$ cat src/hw/ptimer_pkg.sv
// Package: register map, field positions, reset values and types of the paired period timer
package ptimer_pkg;
  localparam int NUM_TIMERS = 4;
  localparam int NUM_REGS = 3;
  // Byte offsets of the timer registers
  localparam logic [11:0] TIMER2_CONTROL_OFS = 12'h800;
  localparam logic [11:0] TIMER2_COUNT_OFS = 12'h810;
  localparam logic [11:0] TIMER2_PERIOD_OFS = 12'h820;
  localparam logic [11:0] TIMER3_CONTROL_OFS = 12'ha00;
  localparam logic [11:0] TIMER3_COUNT_OFS = 12'ha10;
  localparam logic [11:0] TIMER3_PERIOD_OFS = 12'ha20;
  localparam logic [11:0] TIMER4_CONTROL_OFS = 12'hc00;
  localparam logic [11:0] TIMER4_COUNT_OFS = 12'hc10;
  localparam logic [11:0] TIMER4_PERIOD_OFS = 12'hc20;
  localparam logic [11:0] TIMER5_CONTROL_OFS = 12'he00;
  localparam logic [11:0] TIMER5_COUNT_OFS = 12'he10;
  localparam logic [11:0] TIMER5_PERIOD_OFS = 12'he20;
  localparam logic [11:0] TIMER_BLOCK_STRIDE = 12'h200;
  localparam logic [11:0] REG_STRIDE = 12'h010;
  // Interrupt status and mask registers
  localparam logic [11:0] IRQ_STATUS_OFS = 12'h900;
  localparam logic [11:0] IRQ_MASK_OFS = 12'h910;
  // Alias sub-offsets: plain, clear, set, invert
  localparam logic [1:0] ALIAS_PLAIN = 2'h0;
  localparam logic [1:0] ALIAS_CLR = 2'h1;
  localparam logic [1:0] ALIAS_SET = 2'h2;
  localparam logic [1:0] ALIAS_INV = 2'h3;
  // Control field positions
  localparam int CTL_ENABLE_BIT = 15;
  localparam int CTL_STOP_IDLE_BIT = 13;
  localparam int CTL_GATE_BIT = 7;
  localparam int CTL_PRESCALE_LSB = 4;
  localparam int CTL_JOIN_BIT = 3;
  localparam int CTL_CLKSRC_BIT = 1;
  // Writable bits of even and odd control registers
  localparam logic [15:0] CTL_MASK_EVEN = 16'ha0fa;
  localparam logic [15:0] CTL_MASK_ODD = 16'ha0f2;
  // Reset values
  localparam logic [15:0] CONTROL_RESET = 16'h0000;
  localparam logic [15:0] COUNT_RESET = 16'h0000;
  localparam logic [15:0] PERIOD_RESET = 16'hffff;

  typedef struct packed {
    logic enable;
    logic stopIdle;
    logic gate;
    logic [2:0] prescale;
    logic pairJoinSelect;
    logic clkSrc;
  } timer_ctl_s;

  typedef enum logic [1:0] {
    BUS_IDLE = 2'b00,
    BUS_ACK = 2'b01
  } bus_state_e;
endpackage : ptimer_pkg

$ cat src/hw/paired_period_timer.sv
// Four period timers in two pairs, joinable to 32 bits, with a classic Wishbone slave
`timescale 1ns/1ps
module paired_period_timer
  import ptimer_pkg::*;
#(
  parameter int TIMERS = NUM_TIMERS
)
(
  input wire logic clk,
  input wire logic rst_n,
  input wire logic [11:0] wb_adr_i,
  input wire logic [31:0] wb_dat_i,
  input wire logic [3:0] wb_sel_i,
  input wire logic wb_we_i,
  input wire logic wb_cyc_i,
  input wire logic wb_stb_i,
  output logic [31:0] wb_dat_o,
  output logic wb_ack_o,
  output logic wb_err_o,
  input wire logic idleMode,
  input wire logic [TIMERS-1:0] externalTimerClockPin,
  input wire logic [TIMERS-1:0] gateIn,
  output logic [TIMERS-1:0] periodMatch,
  output logic irq
);
  logic [15:0] control_reg [TIMERS];
  logic [15:0] count_reg [TIMERS];
  logic [15:0] period_reg [TIMERS];
  logic [TIMERS-1:0] irqStatus_reg;
  logic [TIMERS-1:0] irqMask_reg;
  logic [TIMERS-1:0] extPrev_reg;
  logic [TIMERS-1:0] gatePrev_reg;
  logic [TIMERS-1:0] cntTick;
  logic [TIMERS-1:0] srcTick;
  logic [TIMERS-1:0] runOk;
  logic [TIMERS-1:0] wrapHit;
  logic [TIMERS-1:0] gateFall;
  logic [TIMERS-1:0] eventPulse;
  timer_ctl_s eff [TIMERS];
  bus_state_e busState_reg;
  logic busReq;
  logic busWrite;
  logic [1:0] aliasSel;
  logic [11:0] baseAdr;
  logic [31:0] wrMaskBits;
  logic [15:0] irqMaskAlias;

  // Extract control fields from a raw control word
  function automatic timer_ctl_s decode_ctl(input logic [15:0] c);
    timer_ctl_s d;
    d.enable = c[CTL_ENABLE_BIT];
    d.stopIdle = c[CTL_STOP_IDLE_BIT];
    d.gate = c[CTL_GATE_BIT];
    d.prescale = c[CTL_PRESCALE_LSB +: 3];
    d.pairJoinSelect = c[CTL_JOIN_BIT];
    d.clkSrc = c[CTL_CLKSRC_BIT];
    return d;
  endfunction : decode_ctl

  // Apply a plain, clear, set or invert write with byte enables
  function automatic logic [15:0] alias_write(input logic [15:0] old, input logic [15:0] data,
                                               input logic [1:0] sel, input logic [15:0] lanes);
    logic [15:0] r;
    r = old;
    case (sel)
      ALIAS_PLAIN: r = (old & ~lanes) | (data & lanes);
      ALIAS_CLR: r = old & ~(data & lanes);
      ALIAS_SET: r = old | (data & lanes);
      default: r = old ^ (data & lanes);
    endcase
    return r;
  endfunction : alias_write

  assign busReq = wb_cyc_i && wb_stb_i && (busState_reg == BUS_IDLE);
  assign busWrite = busReq && wb_we_i;
  assign aliasSel = wb_adr_i[3:2];
  assign baseAdr = {wb_adr_i[11:4], 4'h0};
  assign wrMaskBits = {{8{wb_sel_i[3]}}, {8{wb_sel_i[2]}}, {8{wb_sel_i[1]}}, {8{wb_sel_i[0]}}};
  // Mask takes the alias forms; the whole function result is kept here and narrowed later
  assign irqMaskAlias = alias_write(16'(irqMask_reg), 16'(wb_dat_i[TIMERS-1:0]), aliasSel, wrMaskBits[15:0]);

  // Effective settings: joined odd timers take everything but stop-in-idle from the even one
  genvar g;
  generate
    for (g = 0; g < TIMERS; g++) begin : gen_timer
      localparam int EVEN = g & ~1;
      logic joined;
      timer_ctl_s own;
      timer_ctl_s lead;
      logic gatePin;
      logic gateOld;
      assign own = decode_ctl(control_reg[g]);
      assign lead = decode_ctl(control_reg[EVEN]);
      assign joined = lead.pairJoinSelect;
      always_comb begin
        eff[g] = own;
        if (joined && (g % 2 == 1)) begin
          eff[g] = lead;
          eff[g].stopIdle = own.stopIdle;
        end
      end
      // Either timer of a joined pair stopping in idle halts the pair
      assign runOk[g] = eff[g].enable && !(idleMode && (eff[g].stopIdle || (joined &&
                        control_reg[g ^ 1][CTL_STOP_IDLE_BIT])));
      // Source: pin rising edge, or every clock; gated mode needs the gate high
      assign srcTick[g] = eff[g].clkSrc ? (externalTimerClockPin[g] && !extPrev_reg[g])
                                        : (!eff[g].gate || gateIn[g]);
      // Joined pairs take the gate from the even pin and flag its fall on the odd timer only
      assign gatePin = (joined && (g % 2 == 1)) ? gateIn[EVEN] : gateIn[g];
      assign gateOld = (joined && (g % 2 == 1)) ? gatePrev_reg[EVEN] : gatePrev_reg[g];
      assign gateFall[g] = runOk[g] && !eff[g].clkSrc && eff[g].gate && gateOld && !gatePin &&
                           !(joined && (g % 2 == 0));
      ptimer_prescaler u_presc (
        .clk(clk),
        .rst_n(rst_n),
        .clear(!runOk[g]),
        .srcTick(srcTick[g] && runOk[g]),
        .prescale(eff[g].prescale),
        .tick(cntTick[g])
      );
    end
  endgenerate

  // Edge history of the external pins and gate inputs
  always_ff @(posedge clk or negedge rst_n) begin
    if (!rst_n) begin
      extPrev_reg <= '0;
      gatePrev_reg <= '0;
    end else begin
      extPrev_reg <= externalTimerClockPin;
      gatePrev_reg <= gateIn;
    end
  end

  // Period compare, per pair so the joined case compares 32 bits
  always_comb begin
    for (int p = 0; p < TIMERS; p += 2) begin
      if (control_reg[p][CTL_JOIN_BIT]) begin
        wrapHit[p] = 1'b0;
        wrapHit[p+1] = cntTick[p] && ({count_reg[p+1], count_reg[p]} == {period_reg[p+1], period_reg[p]});
      end else begin
        wrapHit[p] = cntTick[p] && (count_reg[p] == period_reg[p]);
        wrapHit[p+1] = cntTick[p+1] && (count_reg[p+1] == period_reg[p+1]);
      end
    end
  end

  assign eventPulse = wrapHit | gateFall;

  // Counters; a bus write to a count register wins over the tick in that cycle
  always_ff @(posedge clk or negedge rst_n) begin
    if (!rst_n) begin
      for (int t = 0; t < TIMERS; t++) begin
        count_reg[t] <= COUNT_RESET;
      end
    end else begin
      for (int p = 0; p < TIMERS; p += 2) begin
        if (control_reg[p][CTL_JOIN_BIT]) begin
          if (cntTick[p]) begin
            {count_reg[p+1], count_reg[p]} <= wrapHit[p+1] ? 32'h0 :
                                              {count_reg[p+1], count_reg[p]} + 32'h1;
          end
        end else begin
          for (int k = p; k < p + 2; k++) begin
            if (cntTick[k]) begin
              count_reg[k] <= wrapHit[k] ? 16'h0000 : count_reg[k] + 16'h0001;
            end
          end
        end
      end
      for (int t = 0; t < TIMERS; t++) begin
        if (busWrite && baseAdr == TIMER2_COUNT_OFS + TIMER_BLOCK_STRIDE * 12'(t)) begin
          count_reg[t] <= alias_write(count_reg[t], wb_dat_i[15:0], aliasSel, wrMaskBits[15:0]);
        end
      end
    end
  end

  // Control and period registers written from the bus
  always_ff @(posedge clk or negedge rst_n) begin
    if (!rst_n) begin
      for (int t = 0; t < TIMERS; t++) begin
        control_reg[t] <= CONTROL_RESET;
        period_reg[t] <= PERIOD_RESET;
      end
    end else if (busWrite) begin
      for (int t = 0; t < TIMERS; t++) begin
        if (baseAdr == TIMER2_CONTROL_OFS + TIMER_BLOCK_STRIDE * 12'(t)) begin
          control_reg[t] <= alias_write(control_reg[t], wb_dat_i[15:0], aliasSel, wrMaskBits[15:0]) &
                            ((t % 2 == 0) ? CTL_MASK_EVEN : CTL_MASK_ODD);
        end
        if (baseAdr == TIMER2_PERIOD_OFS + TIMER_BLOCK_STRIDE * 12'(t)) begin
          period_reg[t] <= alias_write(period_reg[t], wb_dat_i[15:0], aliasSel, wrMaskBits[15:0]);
        end
      end
    end
  end

  // Sticky status: a hardware event in the same cycle as a clear keeps its bit
  always_ff @(posedge clk or negedge rst_n) begin
    if (!rst_n) begin
      irqStatus_reg <= '0;
      irqMask_reg <= '0;
    end else begin
      if (busWrite && baseAdr == IRQ_STATUS_OFS) begin
        irqStatus_reg <= (irqStatus_reg & ~(wb_dat_i[TIMERS-1:0] & wrMaskBits[TIMERS-1:0])) | eventPulse;
      end else begin
        irqStatus_reg <= irqStatus_reg | eventPulse;
      end
      if (busWrite && baseAdr == IRQ_MASK_OFS) begin
        irqMask_reg <= irqMaskAlias[TIMERS-1:0];
      end
    end
  end

  // Registered outputs: match pulses and the level interrupt
  always_ff @(posedge clk or negedge rst_n) begin
    if (!rst_n) begin
      periodMatch <= '0;
      irq <= 1'b0;
    end else begin
      periodMatch <= eventPulse;
      irq <= |(irqStatus_reg & irqMask_reg);
    end
  end

  // Read value: gate bit shows zero while the external clock is selected
  function automatic logic [31:0] read_word(input logic [11:0] a);
    logic [31:0] v;
    v = 32'h0;
    for (int t = 0; t < TIMERS; t++) begin
      if (a == TIMER2_CONTROL_OFS + TIMER_BLOCK_STRIDE * 12'(t)) begin
        v[15:0] = control_reg[t];
        if (control_reg[t][CTL_CLKSRC_BIT]) begin
          v[CTL_GATE_BIT] = 1'b0;
        end
      end else if (a == TIMER2_COUNT_OFS + TIMER_BLOCK_STRIDE * 12'(t)) begin
        v[15:0] = count_reg[t];
      end else if (a == TIMER2_PERIOD_OFS + TIMER_BLOCK_STRIDE * 12'(t)) begin
        v[15:0] = period_reg[t];
      end
    end
    if (a == IRQ_STATUS_OFS) begin
      v[TIMERS-1:0] = irqStatus_reg;
    end else if (a == IRQ_MASK_OFS) begin
      v[TIMERS-1:0] = irqMask_reg;
    end
    return v;
  endfunction : read_word

  // Is the base address one of ours; unmapped accesses get err instead of ack
  function automatic logic mapped(input logic [11:0] a);
    logic m;
    m = (a == IRQ_STATUS_OFS) || (a == IRQ_MASK_OFS);
    for (int t = 0; t < TIMERS; t++) begin
      for (int r = 0; r < NUM_REGS; r++) begin
        if (a == TIMER2_CONTROL_OFS + TIMER_BLOCK_STRIDE * 12'(t) + REG_STRIDE * 12'(r)) begin
          m = 1'b1;
        end
      end
    end
    return m;
  endfunction : mapped

  // Wishbone slave: one wait state, answer one cycle after the request is seen, then a gap
  always_ff @(posedge clk or negedge rst_n) begin
    if (!rst_n) begin
      busState_reg <= BUS_IDLE;
      wb_ack_o <= 1'b0;
      wb_err_o <= 1'b0;
      wb_dat_o <= 32'h0;
    end else begin
      wb_ack_o <= 1'b0;
      wb_err_o <= 1'b0;
      case (busState_reg)
        BUS_IDLE: begin
          if (busReq) begin
            busState_reg <= BUS_ACK;
            wb_ack_o <= mapped(baseAdr);
            wb_err_o <= !mapped(baseAdr);
            wb_dat_o <= wb_we_i ? 32'h0 : read_word(baseAdr);
          end
        end
        default: begin
          busState_reg <= BUS_IDLE;
        end
      endcase
    end
  end

  // Answer arrives exactly one edge after the request was taken
  chk_bus_answer: assert property (@(posedge clk) disable iff (!rst_n)
    busReq |=> (wb_ack_o || wb_err_o)) else $error("bus request not answered");
  // Disabled timer never advances its counter
  chk_disabled_hold: assert property (@(posedge clk) disable iff (!rst_n)
    (!runOk[0] && !control_reg[0][CTL_JOIN_BIT] && !busWrite) |=> $stable(count_reg[0]))
    else $error("disabled timer counted");
  // Idle with stop-in-idle halts the timer
  chk_idle_stop: assert property (@(posedge clk) disable iff (!rst_n)
    (idleMode && eff[0].stopIdle) |-> !runOk[0]) else $error("timer ran in idle");
  // Gate bit reads zero with external source
  chk_gate_read: assert property (@(posedge clk) disable iff (!rst_n)
    (busReq && !wb_we_i && baseAdr == TIMER2_CONTROL_OFS && control_reg[0][CTL_CLKSRC_BIT])
    |=> !wb_dat_o[CTL_GATE_BIT]) else $error("gate bit visible with external clock");
  // Odd timer has no join bit and no bits 12..8
  chk_odd_join: assert property (@(posedge clk) disable iff (!rst_n)
    control_reg[1][CTL_JOIN_BIT] == 1'b0 && control_reg[1][12:8] == 5'h0)
    else $error("odd join bit set");
  // A period match wraps the counter to zero and flags the next cycle
  chk_wrap_zero: assert property (@(posedge clk) disable iff (!rst_n)
    (wrapHit[0] && !busWrite) |=> (count_reg[0] == 16'h0000 && irqStatus_reg[0] && periodMatch[0]))
    else $error("period match did not wrap");
  // Joined pair never flags the even timer on a wrap
  chk_join_flag: assert property (@(posedge clk) disable iff (!rst_n)
    control_reg[0][CTL_JOIN_BIT] |-> !eventPulse[0]) else $error("joined even timer flagged");
  // Even control never holds a bit outside its implemented set
  chk_ctl_unimpl: assert property (@(posedge clk) disable iff (!rst_n)
    (control_reg[0] & ~CTL_MASK_EVEN) == 16'h0000) else $error("unimplemented control bit set");
  // Interrupt follows unmasked status one cycle later
  chk_irq_level: assert property (@(posedge clk) disable iff (!rst_n)
    |(irqStatus_reg & irqMask_reg) |=> irq) else $error("interrupt not raised");
  // Period reset value of timer 0 right after reset is released
  chk_period_init: assert property (@(posedge clk) disable iff (!rst_n)
    $rose(rst_n) |-> period_reg[0] == PERIOD_RESET) else $error("period reset value wrong");
endmodule : paired_period_timer

$ cat src/hw/ptimer_prescaler.sv
// Prescaler: turns source ticks into counter ticks at 1:1 .. 1:256
`timescale 1ns/1ps
module ptimer_prescaler
  import ptimer_pkg::*;
(
  input wire logic clk,
  input wire logic rst_n,
  input wire logic clear,
  input wire logic srcTick,
  input wire logic [2:0] prescale,
  output logic tick
);
  logic [7:0] divCount_reg;
  logic [7:0] divLimit;

  // Code to terminal count: 1,2,4,8,16,32,64,256
  always_comb begin
    case (prescale)
      3'h0: divLimit = 8'h00;
      3'h1: divLimit = 8'h01;
      3'h2: divLimit = 8'h03;
      3'h3: divLimit = 8'h07;
      3'h4: divLimit = 8'h0f;
      3'h5: divLimit = 8'h1f;
      3'h6: divLimit = 8'h3f;
      default: divLimit = 8'hff;
    endcase
  end

  // Divider restarts when the timer is stopped so a restart begins a full interval
  always_ff @(posedge clk or negedge rst_n) begin
    if (!rst_n) begin
      divCount_reg <= 8'h00;
    end else if (clear) begin
      divCount_reg <= 8'h00;
    end else if (srcTick) begin
      divCount_reg <= (divCount_reg >= divLimit) ? 8'h00 : divCount_reg + 8'h01;
    end
  end

  assign tick = srcTick && (divCount_reg >= divLimit);
endmodule : ptimer_prescaler
$ cat config.mk
export PLATFORM = sky130hd
export DESIGN_NAME = paired_period_timer
export DESIGN_NICKNAME = d
export VERILOG_FILES = /design/src/hw/ptimer_pkg.sv /design/src/hw/paired_period_timer.sv /design/src/hw/ptimer_prescaler.sv
export SDC_FILE = /design/constraint.sdc
export NUM_CORES = 1
export LEC_CHECK = 0
export BUFFER_PORTS_ARGS = -buffer_cell sky130_fd_sc_hd__buf_2
export CORE_MARGIN = 1
export CORE_UTILIZATION = 40
export CTS_CLUSTER_DIAMETER = 30
export DETAILED_ROUTE_END_ITERATION = 10
export SLEW_MARGIN = 10
export SYNTH_ARGS = -nofsm -noshare
export SYNTH_HDL_FRONTEND = slang
export SYNTH_SLANG_ARGS = --single-unit
$ cat constraint.sdc
create_clock -name clk -period 7.4 [get_ports clk]
set_input_delay 0 -clock clk [delete_from_list [all_inputs] [get_ports clk]]
set_output_delay 0 -clock clk [all_outputs]
set_load 0.02 [all_outputs]
### After elaboration in Yosys (flattened, before gate mapping)

Index checks and enable logic that the tools add are counted.

* flip-flop bits (word level): 247
* output and inout bits: 39
* logic and storage cells: 380

* $add $sub $neg: 10
* magnitude comparators: 4
* eq/ne operators: 53
* muxes and demuxes: 99
* bitwise logic cells: 77
* reductions and logical operators: 111

Operator list (count)
* one-hot mux 16 bit (3 select lines): 12
* AND 16 bit: 25
* two-way mux 16 bit: 25
* bitwise OR 16 bit: 24
* one-hot mux 8 bit (7 select lines): 4
* two-way mux 32 bit: 6
* bitwise XOR 16 bit: 12
* equality test 8 bit, second input constant: 14
* two-way mux 8 bit: 14
* adder 16 x 1 -> 16 bit, second input constant: 4
* adder 32 x 1 -> 32 bit, second input constant: 2
* equality test 16 bit: 4
* equality test 32 bit: 2
* logical AND 1 bit: 57
* equality test 3 bit, second input constant: 12
* adder 8 x 1 -> 8 bit, second input constant: 4
* greater-or-equal comparator 8 bit: 4
* inverter 16 bit: 2
* two-way mux 1 bit: 30
* AND 4 bit: 6
* equality test 3 x 2 -> 1 bit, second input constant: 8
* logical NOT 1 bit: 23
* AND reduction 2 bit: 11
* bitwise OR 4 bit: 5
* 17 further kinds: 44

### Depth between registers and ports, before layout

* depth after elaboration: 19
* depth in mapped cells: 17
* mapped depth without buffers: 12

### By module

A second synthesis with hierarchy kept.

* cell total of the unflattened synthesis: 2489
* area, all modules: 20567.2 µm²

By module, submodules not included
* paired_period_timer: times used 1, cells an instance 2229, area each 17884.7 µm²
* ptimer_prescaler: times used 4, cells an instance 65, area each 670.6 µm²

### Least setup slack after synthesis

OpenSTA, ideal clock, no wires.

* kind: reg2reg
* from: register control_reg[19] in the netlist's numbering
* to: register count_reg[10] in the netlist's numbering
* arrival: 3412 ps
* data required time: 7274 ps
* path slack: 3862 ps
* cell stages (with the launch flop): 13
* buffers on the path: 2
* clock period less this slack: 3538 ps
* cell sequence: dfrtp_1 -> buf_2 -> buf_1 -> o21ai_0 -> o311ai_0 -> ha_1 -> a21o_1 -> a2111oi_0 -> o21a_1 -> nor4_4 -> or2_2 -> a41o_1 -> a221o_1

* longest elaborated chain between the ends: 13
* elaborated cells on any way between the ends: 39
* those cells by class: order compare: 1; eq/ne: 7; mux: 10; reduce/logical: 21

RTL lines
* start: declaration: RTL line paired_period_timer.sv:26 `logic [15:0] control_reg [TIMERS];`
* start signal: indexed assignment: RTL line paired_period_timer.sv:189 `control_reg[t] <= alias_write(control_reg[t], wb_dat_i[15:0], aliasSel, wrMaskBits[15:0]) &`
* parallel branches: the longest is 13 deep, another holds greater-or-equal comparator 8 bit
* end signal: indexed assignment: RTL line paired_period_timer.sv:160 `{count_reg[p+1], count_reg[p]} <= wrapHit[p+1] ? 32'h0 :`
* end signal: indexed assignment: RTL line paired_period_timer.sv:166 `count_reg[k] <= wrapHit[k] ? 16'h0000 : count_reg[k] + 16'h0001;`
* end signal: indexed assignment: RTL line paired_period_timer.sv:173 `count_reg[t] <= alias_write(count_reg[t], wb_dat_i[15:0], aliasSel, wrMaskBits[15:0]);`
* end: declaration: RTL line paired_period_timer.sv:27 `logic [15:0] count_reg [TIMERS];`

Parallel ways; which one is timed is not known. The select of a mux whose other input is x is not followed.
A chain may end at the register's enable or synchronous reset.

### Worst setup path after layout

* from: register control_reg[51] in the netlist's numbering
* to: register count_reg[43] in the netlist's numbering

The elaborated chain is that of the path after synthesis.

==> run_results.csv <==
group,metric,value,unit
status,outcome,"finished with violations",
status,violations,"hold timing",
die,die-area,51300,µm²
detailed_routing,via_count,20200,
timing,hold_ws,-0.0101,ns
worst_setup_path,reg2reg_from,"control_reg[51]$_DFFE_PN0P_",
power,powerDensity,213,nW/µm²
power,power.switching,1.31,mW
synth,synth_compound_area_share,26.4,%
worst_setup_path,cp_slowest_cell,"dfrtp_1",
cts,cts_buffers,82,
timing,fmax,202,MHz
synth,synthCells,2439,
cts,htree_levels,3,
min_path,min_path_type,"in -> async",
detailed_routing,ant_nets,0,
timing,fin_skew,0.0264,ns
global_routing,antenna_found_initial,0,
synth,synth_area_leader_cell,"dfrtp_1",
power,power_frac_comb,8.5,%
global_routing,grt_pass1_vias,18700,
worst_setup_path,crit_start,"control_reg[51]$_DFFE_PN0P_",
synth,ys_warn_count,0,
timing,setup_viol,0,
timing,fin_crit_sh,67.0,%
final_layout,syn2layout_area_growth,18.3,%
cts,cts_sinks,230,
detailed_routing,drc,0,
timing,worstMarginPinSlew,1.24,ns
synth,synth-seq-cells,230,
synth,syn_area,20200,µm²
flow_run,maxCapViolCount,0,
detailed_routing,drt_iter0_markers,2444,
synth,ys_seq_area_share,28.9,%
worst_setup_path,worst-endpoint-arrival,5.44,ns
worst_setup_path,cpPeakStageDelay,0.76,ns
worst_setup_path,crit_end,"count_reg[43]$_DFFE_PN0P_",
synth,synth-edff-count,0,
die,fp.coreArea,49400,µm²
detailed_routing,met2RoutedLength,33300,µm
cts,root_buffer,"clkbuf_16",
worst_setup_path,reg2reg_depth,11,
final_layout,layout-drive-gt1-share,14.8,%
power,power.share.clock,65.8,%
synth,synth_top_family_by_area,"compound AO/OA/AOI/OAI gates",
global_routing,grt_use_total,29.6,%
worst_setup_path,reg2reg_to,"count_reg[43]$_DFFE_PN0P_",
timing,hold_violations,8,
power,ir_worst_vdd,0.000150,V
timing,slew_violations,0,
power,total_power,5.08,mW
cts,cts_tree,"done",
cts,clock_latency,0.61,ns
worst_setup_path,cp-start-kind,"flip-flop",
die,die_width,227,µm
worst_setup_path,path_max_fanout,28,
power,power.internal,3.77,mW
placement,io_buffer_count,64,
power,power_frac_seq,25.7,%
cts,post_cts_buffers,0,
cts,cts_hold_buf,19,
timing,post-route-min-period,4.96,ns
placement,gp_congestion,0.990,
worst_setup_path,reg2reg_slack,2.44,ns
detailed_routing,finalWirelength,75700,µm
detailed_routing,wl_met3,6690,µm
cts,ctsResizeCount,0,
synth,synth-async-reset-ratio,100,%
die,rows,81,
worst_setup_path,path_cells,"o21ai_0, o311ai_0, ha_1, a21o_1, a2111oi_0, o21a_1, nor4_4, o21ai_1, buf_4, nand3_2, o311ai_1",
detailed_routing,wl_per_cell,23.5,µm
global_routing,grt_max_degree,158,
synth,avgSynthCellArea,8.27,µm²
detailed_routing,wl_met1,33000,µm
die,io_pins,101,
detailed_routing,routed.top_layer,"met4",
power,swShare,25.8,%
synth,yosysMostFrequentCell,"nand2_1",
detailed_routing,dr.pass1.iters,7,
worst_setup_path,required,7.88,ns
synth,netlist.area_leader.share,20.6,%
detailed_routing,viasPerCell,6.25,
worst_setup_path,cp-end-kind,"flip-flop",
die,initial_utilization,40.9,%
synth,synth_commonest_cells,"nand2_1 (297), o21ai_0 (282), a21oi_1 (256), ha_1 (232), nor2_1 (168)",
die,dieHeight,227,µm
power,p_leak,10.4,nW
synth,synth_cell_types,110,
synth,synth_simple_gate_area_share,17.9,%
timing,grt_setup_unrepaired,"false",
synth,synth_xor_area_share,3.26,%
cts,clk_pin_slew_worst_paths,0.04,ns
global_routing,grt_first_pass_wirelength,115000,µm
cts,clk_path_buf_depth,3,
synth,ys_top_cells_by_area,"dfrtp_1 (21%), ha_1 (14%), dfstp_2 (8.3%)",
final_layout,nets,2787,
synth,synthFlopType,"dfrtp_1",
timing,setup-tns-final,0,ns
timing,slew_headroom,17.0,%
global_routing,grt-ovfl-total,0,
worst_setup_path,critPathKind,"reg -> reg",
synth,synth_fa_ha_area_share,14.4,%
synth,synthMuxAreaShare,3.81,%
placement,dp_hpwl,52800,µm
metrics by stage:
| stage | instances | utilization, % | instance area [µm²] | hold slack (ns) | setup slack, ns |
|---|---|---|---|---|---|
| 6_report | 3226 | 48.4 | 23900 | -0.0101 | 2.44 |
| 5_1_grt | 3225 | 48.4 | 23900 | 0.0372 | 2.09 |
| 4_1_cts | 3225 | 48.3 | 23900 | 0.00432 | 2.50 |
| 3_5_place_dp | 3054 | 42.5 | 21000 | 0.0364 | 2.53 |
| 3_3_place_gp | 3054 | 42.5 | 21000 | 0.0326 | 2.61 |
| 2_1_floorplan | 2454 | - | 20200 | -0.296 | 3.86 |
layout make-up:
type | instances | area (µm²)
antenna | 1 | 2.50
clock buffer | 125 | 2450
clock inverter | 27 | 248
fill | 4714 | 25500
inverter | 90 | 338
multi-input combinational | 1966 | 13300
sequential | 230 | 5840
tap | 664 | 831
timing repair buffer | 123 | 846
metal layers:
metal	GRT usage (%)	vias up
li1	-	9154
met1	41.3	9834
met2	45.2	1016
met3	4.92	168
met4	11.9	0
met5	0	-
cell families after synthesis:
| group | after synthesis |
|---|---|
| AND/OR/NAND/NOR | 750 |
| multiplexers | 39 |
| other | 1 |
| adder cells (fa/ha/maj) | 232 |
| XOR/XNOR | 75 |
| flip-flops | 230 |
| buffers and inverters | 258 |
| AO/OA/AOI/OAI | 854 |
power groups by stage:
stage               Combinational [mW]  Sequential, mW  Clock (mW)
detailed placement               0.416            1.32           0
CTS                              0.426            1.31        3.37
global placement                 0.401            1.32           0
global route                     0.475            1.31        3.46
finish                           0.430            1.31        3.35
floorplan                        0.266            1.31           0
critical path, delay by kind of cell (launching register included):
| family | cells | cell delay [ns] |
|---|---|---|
| adders and majority gates | 1 | 0.40 |
| buffers and inverters | 1 | 0.34 |
| AOI/OAI and AO/OA | 7 | 2.97 |
| DFF | 1 | 0.76 |
| and+or+nand+nor | 2 | 0.37 |
cells in the final DEF, fill, tap and decap left out, types with 11 or more instances in the layout:
| cell | count |
|---|---|
| dfrtp_1 | 166 |
| mux4_2 | 30 |
| clkbuf_16 | 84 |
| dfstp_2 | 64 |
| and3_1 | 32 |
| dlygate4sd3_1 | 19 |
| o211ai_1 | 11 |
| a221o_1 | 18 |
| ha_1 | 232 |
| a211oi_1 | 39 |
| nor3_1 | 37 |
| nand4_1 | 30 |
| a22oi_1 | 26 |
| a31oi_1 | 14 |
| a21oi_1 | 256 |
| a22o_1 | 42 |
| nand2_1 | 296 |
| nand2b_1 | 20 |
| nor4_1 | 18 |
| o22ai_1 | 15 |
| a21o_1 | 16 |
| clkbuf_1 | 22 |
| clkinv_2 | 19 |
| inv_1 | 89 |
| clkbuf_8 | 19 |
| xnor2_1 | 32 |
| xor2_1 | 43 |
| buf_2 | 61 |
| conb_1 | 16 |
| nor2_1 | 168 |
| nand3_1 | 67 |
| a222oi_1 | 12 |
| o21ai_0 | 282 |
| buf_4 | 39 |
| o31ai_1 | 11 |
worst min path at each step:
| stage | startpoint | to | slack (ns) | cells after the start |
|---|---|---|---|---|
| final | rst_n | count_reg[12]$_DFFE_PN0P_ | -0.01 | 2 |
| after global routing | rst_n | count_reg[14]$_DFFE_PN0P_ | 0.04 | 2 |
| after CTS | rst_n | gen_timer[2].u_presc.divCount_reg[6]$_DFFE_PN0P_ | 0.004 | 2 |
| after detailed placement | rst_n | count_reg[12]$_DFFE_PN0P_ | 0.04 | 1 |
| after global placement | rst_n | count_reg[12]$_DFFE_PN0P_ | 0.03 | 1 |
| after floorplan | rst_n | busState_reg[0]$_DFFE_PN0P_ | -0.30 | 0 |
No activity file was read; power rests on OpenSTA's default activity.
